### src/hw/gated_timer_regs.svh
`ifndef GATED_TIMER_REGS_SVH
`define GATED_TIMER_REGS_SVH

// ----------------------------------------------------------------
// Register byte offsets
// ----------------------------------------------------------------
`define OFS_CTRL 12'h000
`define OFS_COUNT_LO 12'h004
`define OFS_COUNT_HI 12'h008
`define OFS_FLAG 12'h00c
`define OFS_IRQ_EN 12'h010
`define OFS_IRQ_CTRL 12'h014
`define OFS_CMP_LO 12'h018
`define OFS_CMP_HI 12'h01c
`define OFS_CFG 12'h020
`define OFS_PINS 12'h024

// ----------------------------------------------------------------
// Control register fields
// ----------------------------------------------------------------
`define B_TIMER_ON 0
`define B_CLK_SRC 1
`define B_SYNC_DIS 2
`define B_OSC_EN 3
`define B_PS_LO 4
`define B_PS_HI 5
`define B_GATE_EN 6
`define B_GATE_INV 7

// ----------------------------------------------------------------
// Other fields
// ----------------------------------------------------------------
`define B_GLOBAL_EN 7
`define B_PERIPH_EN 6
`define B_PIN4 4
`define B_PIN5 5

// ----------------------------------------------------------------
// Reset values and counts
// ----------------------------------------------------------------
`define CTRL_RST 8'h00
`define COUNT_RST 16'h0000
`define COUNT_MAX 16'hffff
`define DIR_RST 2'h3
`define INSTR_DIV_LAST 2'h3

`endif

### src/hw/gated_timer_pkg.sv
package gated_timer_pkg;
  // Prescale ratio of the selected clock
  typedef enum logic [1:0] {
    PS_1 = 2'h0,
    PS_2 = 2'h1,
    PS_4 = 2'h2,
    PS_8 = 2'h3
  } prescale_t;
  // Source of the count-enable gate
  typedef enum logic {
    GATE_PIN = 1'h0,
    GATE_CMP = 1'h1
  } gate_src_t;
endpackage

### src/hw/gated_sixteen_bit_timer.sv
// The implementer's own choices: the register offsets and the APB slave port.
`timescale 1ns/1ns
`include "gated_timer_regs.svh"
// What this block does
// - 16-bit counter, byte writes replace count bytes
// - Select bit clear: instruction clock, oscillator/4
// - External: pin, or low-power oscillator when allowed
// - Counter mode advances on input rising edge
// - Falling edge needed before first counted rise
// - Prescaler divides by one, two, four, eight
// - Prescaler hidden, cleared by count byte writes
// - Oscillator enable starts oscillator, runs in sleep
// - Oscillator on forces shared pins to input
// - Sync disable skips the extra sync stage, counts in sleep
// - Mode switch may lose or add a count
// - Byte reads always return coherent values
// - Gate enable: count only while gate active
// - Gate invert flips gate polarity for both sources
// - All-ones wraps to zero, sets overflow flag
// - Interrupt needs timer on and three enables
// - Sleep: only asynchronous external counting, overflow wakes
// - Count is capture time base and compare reference
// - Special event clears count without overflow flag
// - Count write beats a simultaneous special clear
module gated_sixteen_bit_timer (
  // Clock and reset
  input wire logic pclk,
  input wire logic presetn,
  // APB slave
  input wire logic psel,
  input wire logic penable,
  input wire logic pwrite,
  input wire logic [11:0] paddr,
  input wire logic [31:0] pwdata,
  output logic [31:0] prdata,
  output logic pready,
  output logic pslverr,
  // Pins and outside sources, asynchronous
  input wire logic count_input_pin,
  input wire logic low_power_crystal_osc,
  input wire logic gate_input_pin,
  input wire logic comparator_two_output,
  // System state, same clock
  input wire logic osc_mode_allows_lp,
  input wire logic sleep_mode,
  input wire logic capture_event,
  input wire logic special_event,
  // Outputs
  output logic lp_osc_run,
  output logic pin5_direction,
  output logic pin4_direction,
  output logic [15:0] timer_count,
  output logic compare_match,
  output logic irq_request,
  output logic wake_request
);

  // ----------------------------------------------------------------
  // State
  // ----------------------------------------------------------------
  logic [7:0] ctrl_q; // Control register
  logic [15:0] count_q; // Running count
  logic [15:0] count_d;
  logic [2:0] presc_q; // Hidden prescale counter
  logic [2:0] presc_d;
  logic [1:0] div4_q; // Instruction clock divider
  logic flag_q; // Overflow flag
  logic irq_en_q; // Overflow interrupt enable
  logic [1:0] irq_ctrl_q; // Global and peripheral enables
  logic [15:0] capt_q; // Capture / compare pair
  logic gate_sel_q; // Gate source select
  logic [1:0] dir_q; // Software direction bits, pin5 and pin4
  logic [3:0] sync1_q; // First synchroniser stage
  logic [3:0] sync2_q; // Second synchroniser stage
  logic ext_prev_q; // Previous external level
  logic armed_q; // Falling edge seen since last restart
  logic rise_dly_q; // Extra stage of the synchronous path
  logic [31:0] prdata_q;
  logic match_q;
  logic wake_q;

  // ----------------------------------------------------------------
  // Bus decode
  // ----------------------------------------------------------------
  wire setup = psel & ~penable;
  wire wr = psel & penable & pwrite;
  wire wr_ctrl = wr & (paddr == `OFS_CTRL);
  wire wr_lo = wr & (paddr == `OFS_COUNT_LO);
  wire wr_hi = wr & (paddr == `OFS_COUNT_HI);
  wire wr_flag = wr & (paddr == `OFS_FLAG);
  wire wr_ien = wr & (paddr == `OFS_IRQ_EN);
  wire wr_ictl = wr & (paddr == `OFS_IRQ_CTRL);
  wire wr_clo = wr & (paddr == `OFS_CMP_LO);
  wire wr_chi = wr & (paddr == `OFS_CMP_HI);
  wire wr_cfg = wr & (paddr == `OFS_CFG);
  wire wr_pins = wr & (paddr == `OFS_PINS);
  wire wr_cnt = wr_lo | wr_hi;
  wire hit = (paddr == `OFS_CTRL) | (paddr == `OFS_COUNT_LO) | (paddr == `OFS_COUNT_HI) |
    (paddr == `OFS_FLAG) | (paddr == `OFS_IRQ_EN) | (paddr == `OFS_IRQ_CTRL) |
    (paddr == `OFS_CMP_LO) | (paddr == `OFS_CMP_HI) | (paddr == `OFS_CFG) |
    (paddr == `OFS_PINS);

  // ----------------------------------------------------------------
  // Control fields
  // ----------------------------------------------------------------
  wire timer_on = ctrl_q[`B_TIMER_ON];
  wire clock_source_select = ctrl_q[`B_CLK_SRC];
  wire sync_disable = ctrl_q[`B_SYNC_DIS];
  wire lp_osc_enable = ctrl_q[`B_OSC_EN];
  wire gate_enable = ctrl_q[`B_GATE_EN];
  wire gate_invert = ctrl_q[`B_GATE_INV];
  wire gated_timer_pkg::prescale_t prescale_select =
    gated_timer_pkg::prescale_t'(ctrl_q[`B_PS_HI:`B_PS_LO]);
  // Oscillator only usable in the allowed system clock modes
  wire osc_on = lp_osc_enable & osc_mode_allows_lp;

  // ----------------------------------------------------------------
  // Clock source and edge qualification
  // ----------------------------------------------------------------
  // Choose the external source after synchronising both
  wire ext_src = osc_on ? sync2_q[1] : sync2_q[0];
  wire ext_fall = ext_prev_q & ~ext_src;
  wire ext_rise = ext_src & ~ext_prev_q & armed_q;
  // Async path skips the extra stage, so switching may lose or gain one edge
  wire ext_tick = sync_disable ? ext_rise : rise_dly_q;
  wire int_tick = (div4_q == `INSTR_DIV_LAST);
  wire src_tick = clock_source_select ? ext_tick : int_tick;

  // ----------------------------------------------------------------
  // Gate and run condition
  // ----------------------------------------------------------------
  wire gated_timer_pkg::gate_src_t gate_timer_src = gated_timer_pkg::gate_src_t'(gate_sel_q);
  wire gate_raw = (gate_timer_src == gated_timer_pkg::GATE_CMP) ? sync2_q[3] : sync2_q[2];
  // Pin gate is active low unless inverted
  wire gate_active = gate_invert ? gate_raw : ~gate_raw;
  wire gate_ok = ~gate_enable | gate_active;
  // In sleep only the asynchronous external path keeps going
  wire sleep_ok = ~sleep_mode | (clock_source_select & sync_disable);
  wire run = timer_on & gate_ok & sleep_ok;

  // ----------------------------------------------------------------
  // Prescaler
  // ----------------------------------------------------------------
  wire [2:0] presc_last = 3'((4'h1 << prescale_select) - 4'h1);
  wire presc_step = run & src_tick;
  wire tick = presc_step & (presc_q == presc_last);

  always_comb begin
    // Write clears, stopped timer holds
    presc_d = presc_q;
    if (wr_cnt) begin
      presc_d = 3'h0;
    end else if (presc_step) begin
      presc_d = tick ? 3'h0 : presc_q + 3'h1;
    end
  end

  // ----------------------------------------------------------------
  // Counter
  // ----------------------------------------------------------------
  wire sp_clear = special_event & ~wr_cnt;
  wire overflow = tick & ~wr_cnt & ~special_event & (count_q == `COUNT_MAX);

  always_comb begin
    // Byte writes win, then the special clear, then the increment
    count_d = count_q;
    if (wr_cnt) begin
      if (wr_lo) begin
        count_d[7:0] = pwdata[7:0];
      end
      if (wr_hi) begin
        count_d[15:8] = pwdata[7:0];
      end
    end else if (sp_clear) begin
      count_d = `COUNT_RST;
    end else if (tick) begin
      count_d = count_q + 16'h0001;
    end
  end

  // ----------------------------------------------------------------
  // Interrupt request and pin view
  // ----------------------------------------------------------------
  assign irq_request = flag_q & timer_on & irq_en_q & irq_ctrl_q[1] & irq_ctrl_q[0];
  assign lp_osc_run = osc_on;
  assign pin5_direction = dir_q[1] | osc_on;
  assign pin4_direction = dir_q[0] | osc_on;
  // Port bits of the shared pins read zero while the oscillator owns them
  wire [1:0] port_bits = osc_on ? 2'h0 : {sync2_q[1], sync2_q[0]};

  // ----------------------------------------------------------------
  // Read mux, every register a stable flop so bytes read coherent
  // ----------------------------------------------------------------
  wire [31:0] rd_mux =
    (paddr == `OFS_CTRL) ? {24'h0, ctrl_q} :
    (paddr == `OFS_COUNT_LO) ? {24'h0, count_q[7:0]} :
    (paddr == `OFS_COUNT_HI) ? {24'h0, count_q[15:8]} :
    (paddr == `OFS_FLAG) ? {31'h0, flag_q} :
    (paddr == `OFS_IRQ_EN) ? {31'h0, irq_en_q} :
    (paddr == `OFS_IRQ_CTRL) ? {24'h0, irq_ctrl_q, 6'h0} :
    (paddr == `OFS_CMP_LO) ? {24'h0, capt_q[7:0]} :
    (paddr == `OFS_CMP_HI) ? {24'h0, capt_q[15:8]} :
    (paddr == `OFS_CFG) ? {31'h0, gate_sel_q} :
    (paddr == `OFS_PINS) ? {26'h0, pin5_direction, pin4_direction, 2'h0, port_bits} :
    32'h0;

  assign pready = 1'b1;
  assign pslverr = psel & penable & ~hit;
  assign prdata = prdata_q;
  assign timer_count = count_q;
  assign compare_match = match_q;
  assign wake_request = wake_q;

  // ----------------------------------------------------------------
  // Synchronisers; first stage feeds only the second
  // ----------------------------------------------------------------
  always_ff @(posedge pclk or negedge presetn) begin
    if (!presetn) begin
      sync1_q <= 4'h0;
      sync2_q <= 4'h0;
    end else begin
      sync1_q <= {comparator_two_output, gate_input_pin, low_power_crystal_osc, count_input_pin};
      sync2_q <= sync1_q;
    end
  end

  // ----------------------------------------------------------------
  // Edge tracking; restart needs a fresh falling edge
  // ----------------------------------------------------------------
  always_ff @(posedge pclk or negedge presetn) begin
    if (!presetn) begin
      ext_prev_q <= 1'b0;
      armed_q <= 1'b0;
      rise_dly_q <= 1'b0;
    end else begin
      ext_prev_q <= ext_src;
      rise_dly_q <= ext_rise;
      if (wr_cnt | ~timer_on) begin
        armed_q <= 1'b0;
      end else if (ext_fall) begin
        armed_q <= 1'b1;
      end
    end
  end

  // ----------------------------------------------------------------
  // Counting core
  // ----------------------------------------------------------------
  always_ff @(posedge pclk or negedge presetn) begin
    if (!presetn) begin
      div4_q <= 2'h0;
      presc_q <= 3'h0;
      count_q <= `COUNT_RST;
      match_q <= 1'b0;
      wake_q <= 1'b0;
    end else begin
      div4_q <= div4_q + 2'h1;
      presc_q <= presc_d;
      count_q <= count_d;
      match_q <= (capt_q == count_q);
      wake_q <= overflow & sleep_mode;
    end
  end

  // ----------------------------------------------------------------
  // Software registers; hardware set beats software clear
  // ----------------------------------------------------------------
  always_ff @(posedge pclk or negedge presetn) begin
    if (!presetn) begin
      ctrl_q <= `CTRL_RST;
      flag_q <= 1'b0;
      irq_en_q <= 1'b0;
      irq_ctrl_q <= 2'h0;
      capt_q <= `COUNT_RST;
      gate_sel_q <= 1'b0;
      dir_q <= `DIR_RST;
      prdata_q <= 32'h0;
    end else begin
      if (wr_ctrl) begin
        ctrl_q <= pwdata[7:0];
      end
      if (overflow) begin
        flag_q <= 1'b1;
      end else if (wr_flag) begin
        flag_q <= pwdata[0];
      end
      if (wr_ien) begin
        irq_en_q <= pwdata[0];
      end
      if (wr_ictl) begin
        irq_ctrl_q <= pwdata[`B_GLOBAL_EN:`B_PERIPH_EN];
      end
      // Capture snapshot beats a software write of the pair
      if (capture_event) begin
        capt_q <= count_q;
      end else begin
        if (wr_clo) begin
          capt_q[7:0] <= pwdata[7:0];
        end
        if (wr_chi) begin
          capt_q[15:8] <= pwdata[7:0];
        end
      end
      if (wr_cfg) begin
        gate_sel_q <= pwdata[0];
      end
      if (wr_pins) begin
        dir_q <= {pwdata[`B_PIN5], pwdata[`B_PIN4]};
      end
      if (setup) begin
        prdata_q <= rd_mux;
      end
    end
  end
endmodule

### config.mk
export PLATFORM = sky130hd
export DESIGN_NAME = gated_sixteen_bit_timer
export DESIGN_NICKNAME = d
export VERILOG_FILES = /design/src/hw/gated_timer_pkg.sv /design/src/hw/gated_sixteen_bit_timer.sv
export VERILOG_INCLUDE_DIRS = /design/src /design/src/hw
export SDC_FILE = /design/constraint.sdc
export NUM_CORES = 1
export LEC_CHECK = 0
export BUFFER_PORTS_ARGS = -buffer_cell sky130_fd_sc_hd__buf_4
export CORE_MARGIN = 3
export CORE_UTILIZATION = 55
export DETAILED_ROUTE_END_ITERATION = 6
export PLACE_DENSITY = 0.93
export SLEW_MARGIN = 25
export SYNTH_ARGS = -nofsm -noshare
export SYNTH_HDL_FRONTEND = slang
export SYNTH_SLANG_ARGS = --single-unit
export TNS_END_PERCENT = 100
### constraint.sdc
create_clock -name pclk -period 3.6 [get_ports pclk]
set_input_delay 0.72 -clock pclk [delete_from_list [all_inputs] [get_ports pclk]]
set_output_delay 0.72 -clock pclk [all_outputs]
set_load 0.02 [all_outputs]
==> metrics.yaml <==
drcViolationCount: 0
hpwl_mm: 9.42
cpPeakStageDelay_ns: 0.47
min_period_over_period: 0.730
postCtsHoldBufs: 0
grt_overflow_total: 0
fillers: 642
cts.sinks: 73
multi_input_area_um2: 2460
worstMarginPinSlew_ns: 1.07
ios: 113
netlist_area_um2: 4560
antenna_found_initial: 0
finClkSkew_ns: 0.0131
period_minus_slack_ns: 2.63
grt_max_degree: 74
die_w_um: 97.1
final_antenna_net_count: 0
rows: 32
p_leak_nw: 2.26
synthTopCellsByArea: "dfrtp_1 (39%), mux2i_1 (4.2%), buf_4 (4.1%)"
ys_types: 70
critPathLaunchType: "primary input"
fp.dieH_um: 97.1
start_util: 0.578
grt_pass1_wl_mm: 20.7
layoutNonFillerInstCount: 646
yosysTopAreaCell: "dfrtp_1"
hold_class: "flip-flop to flip-flop"
r2r.worst_path.cells: 6
worstSkewPairLatency_ns: 0.35
coreArea_um2: 7890
crit_start: "paddr[1]"
tns_ns: 0
dp_cells: 630
hold_violations: 0
area_growth_pct: 14.0
crit_required_ns: 2.88
register_area_um2: 1830
drive_gt1_frac: 0.210
crit_fanout: 5
setup_slack_ns: 0.971
clk_path_buf_depth: 2
hold_path.startpoint: "sync1_q[2]"
fmax_mhz: 380
max_slew_margin: 0.290
finalSetupViolations: 0
seq_area_frac_synth: 0.401
clockRootBuffer: "clkbuf_8"
avgRoutedWirePerCell_um: 20.2
synth_flop_cell: "dfrtp_1"
dr.pass1.iters: 5
drv_slew: 0
synth.top_cell.area_share: 0.389
arrival_ns: 1.91
crit_top_cell: "buf_4"
worst-setup-path-type: "primary input to primary output"
r2r-end: "timer_count[8]"
synth-edff-count: 0
htreeDepth: 3
drv_cap: 0
antennaDiodeCount: 0
grt_pass1_vias: 3826
totalPowerFinal_mw: 1.79
synth_area_per_cell_um2: 9.20
rsz0062_at_grt: "false"
final_cell_mix: "dfrtp_1 (71), buf_4 (65), nand2_1 (46), a21oi_1 (28), conb_1 (25)"
routed-via-count: 4117
holdPathEnd: "sync2_q[2]"
vdd_ir_drop_max_uv: 239
r2r-start: "gate_sel_q"
cts_resized: 0
drt_iter0_drc: 496
whs_ns: 0.351
worstSetupEndpointType: "primary output"
p_per_area_nw_per_um2: 345
layout.nets: 599
crit_chain: "buf_4 -> nor4_4 -> and2_1 -> a31oi_1 -> buf_4"
yosysWarnings: 0
whs_path_depth: 0
status: "finished clean"
dieArea_um2: 9420
final_common_cell: "dfrtp_1"
reg2reg_slack_ns: 1.03
synth_seq_cells: 73
clk_pin_slew_ns: 0.08
post_cts_buffers: 0
grt_use_total: 0.276
globalplace.congestion: 0.965
routed_wirelength_mm: 13.0
dp_slack_ns: 0.752
numCtsBuffers: 9
synthCells: 496
synthArstFlopShare: 1.00
slowest_stage: "nor4_4"
vias_per_cell: 6.37
portBuffers: 63
cts_tree: "done"
-- cells by family (layout without fill, tap and decap cells) --
logic type / Yosys count / count (layout) / synth area share
other cells: 2 / 25 / 0.00165
buf+inv: 71 / 96 / 0.0806
compound gates: 131 / 131 / 0.194
mux: 35 / 35 / 0.0812
flops: 73 / 73 / 0.401
simple gates: 164 / 164 / 0.201
fa+ha+maj: 3 / 3 / 0.00823
xor+xnor: 17 / 17 / 0.0326
-- final cells by class --
cell class              instances  share of cell area
inverters                      15              0.0108
clock buffers                  10              0.0245
flip-flops and latches         73               0.352
well taps                     102              0.0245
repair buffers                 65              0.0938
clock inverters                 6              0.0219
multi-input cells             375               0.473
-- Yosys cell counts, drive strengths merged, types with 5 or more instances --
| cell | number |
|---|---|
| nand3 | 17 |
| a31oi | 7 |
| mux2i | 19 |
| nor2 | 29 |
| a21oi | 31 |
| nand2 | 47 |
| nor4 | 8 |
| nor2b | 5 |
| and3 | 9 |
| buf | 33 |
| nand4 | 9 |
| o22a | 7 |
| dfrtp | 71 |
| nand2b | 11 |
| clkbuf | 23 |
| mux2 | 16 |
| xnor2 | 16 |
| o41ai | 5 |
| o22ai | 10 |
| inv | 15 |
| nor3 | 9 |
| o21ai | 30 |
-- worst max path at each step --
| stage | cells after the start | end |
|---|---|---|
| 4_1_cts | 5 | pslverr |
| 2_1_floorplan | 4 | pslverr |
| 3_5_place_dp | 7 | timer_count[13] |
| 5_1_grt | 6 | timer_count[13] |
| 6_report | 5 | pslverr |
| 3_3_place_gp | 7 | timer_count[15] |
-- critical path: cells and delay by family --
kind / cells / cell delay [ns]
AOI/OAI and AO/OA: 1 / 0.11
and+or+nand+nor: 2 / 0.79
buffers and inverters: 2 / 0.29
-- flip-flops by register name, indices dropped and copies added, names as in the netlist, 3 cells and up --
| register | count |
|---|---|
| presc_q | 3 |
| ctrl_q | 8 |
| timer_count | 16 |
| prdata | 8 |
| capt_q | 16 |
| sync1_q | 4 |
| sync2_q | 4 |
-- per-stage QoR --
step           area [µm²]   util
2_1_floorplan        4650      -
3_3_place_gp         4960  0.629
3_5_place_dp         4960  0.629
4_1_cts              5200  0.659
5_1_grt              5200  0.659
6_report             5200  0.659
-- routing by layer --
layer,GRT usage,wire [µm]
met1,0.378,5370
met2,0.421,5820
met3,0.0596,1360
met4,0.126,475
met5,0,0
-- power by group --
| group | switching, mW | leakage (nW) | internal (mW) | total (mW) |
|---|---|---|---|---|
| logic | 0.118 | 1.17 | 0.0512 | 0.170 |
| registers | 0.00677 | 0.972 | 0.828 | 0.835 |
| clock network | 0.327 | 0.113 | 0.463 | 0.790 |
No activity file was read; power rests on OpenSTA's default activity.
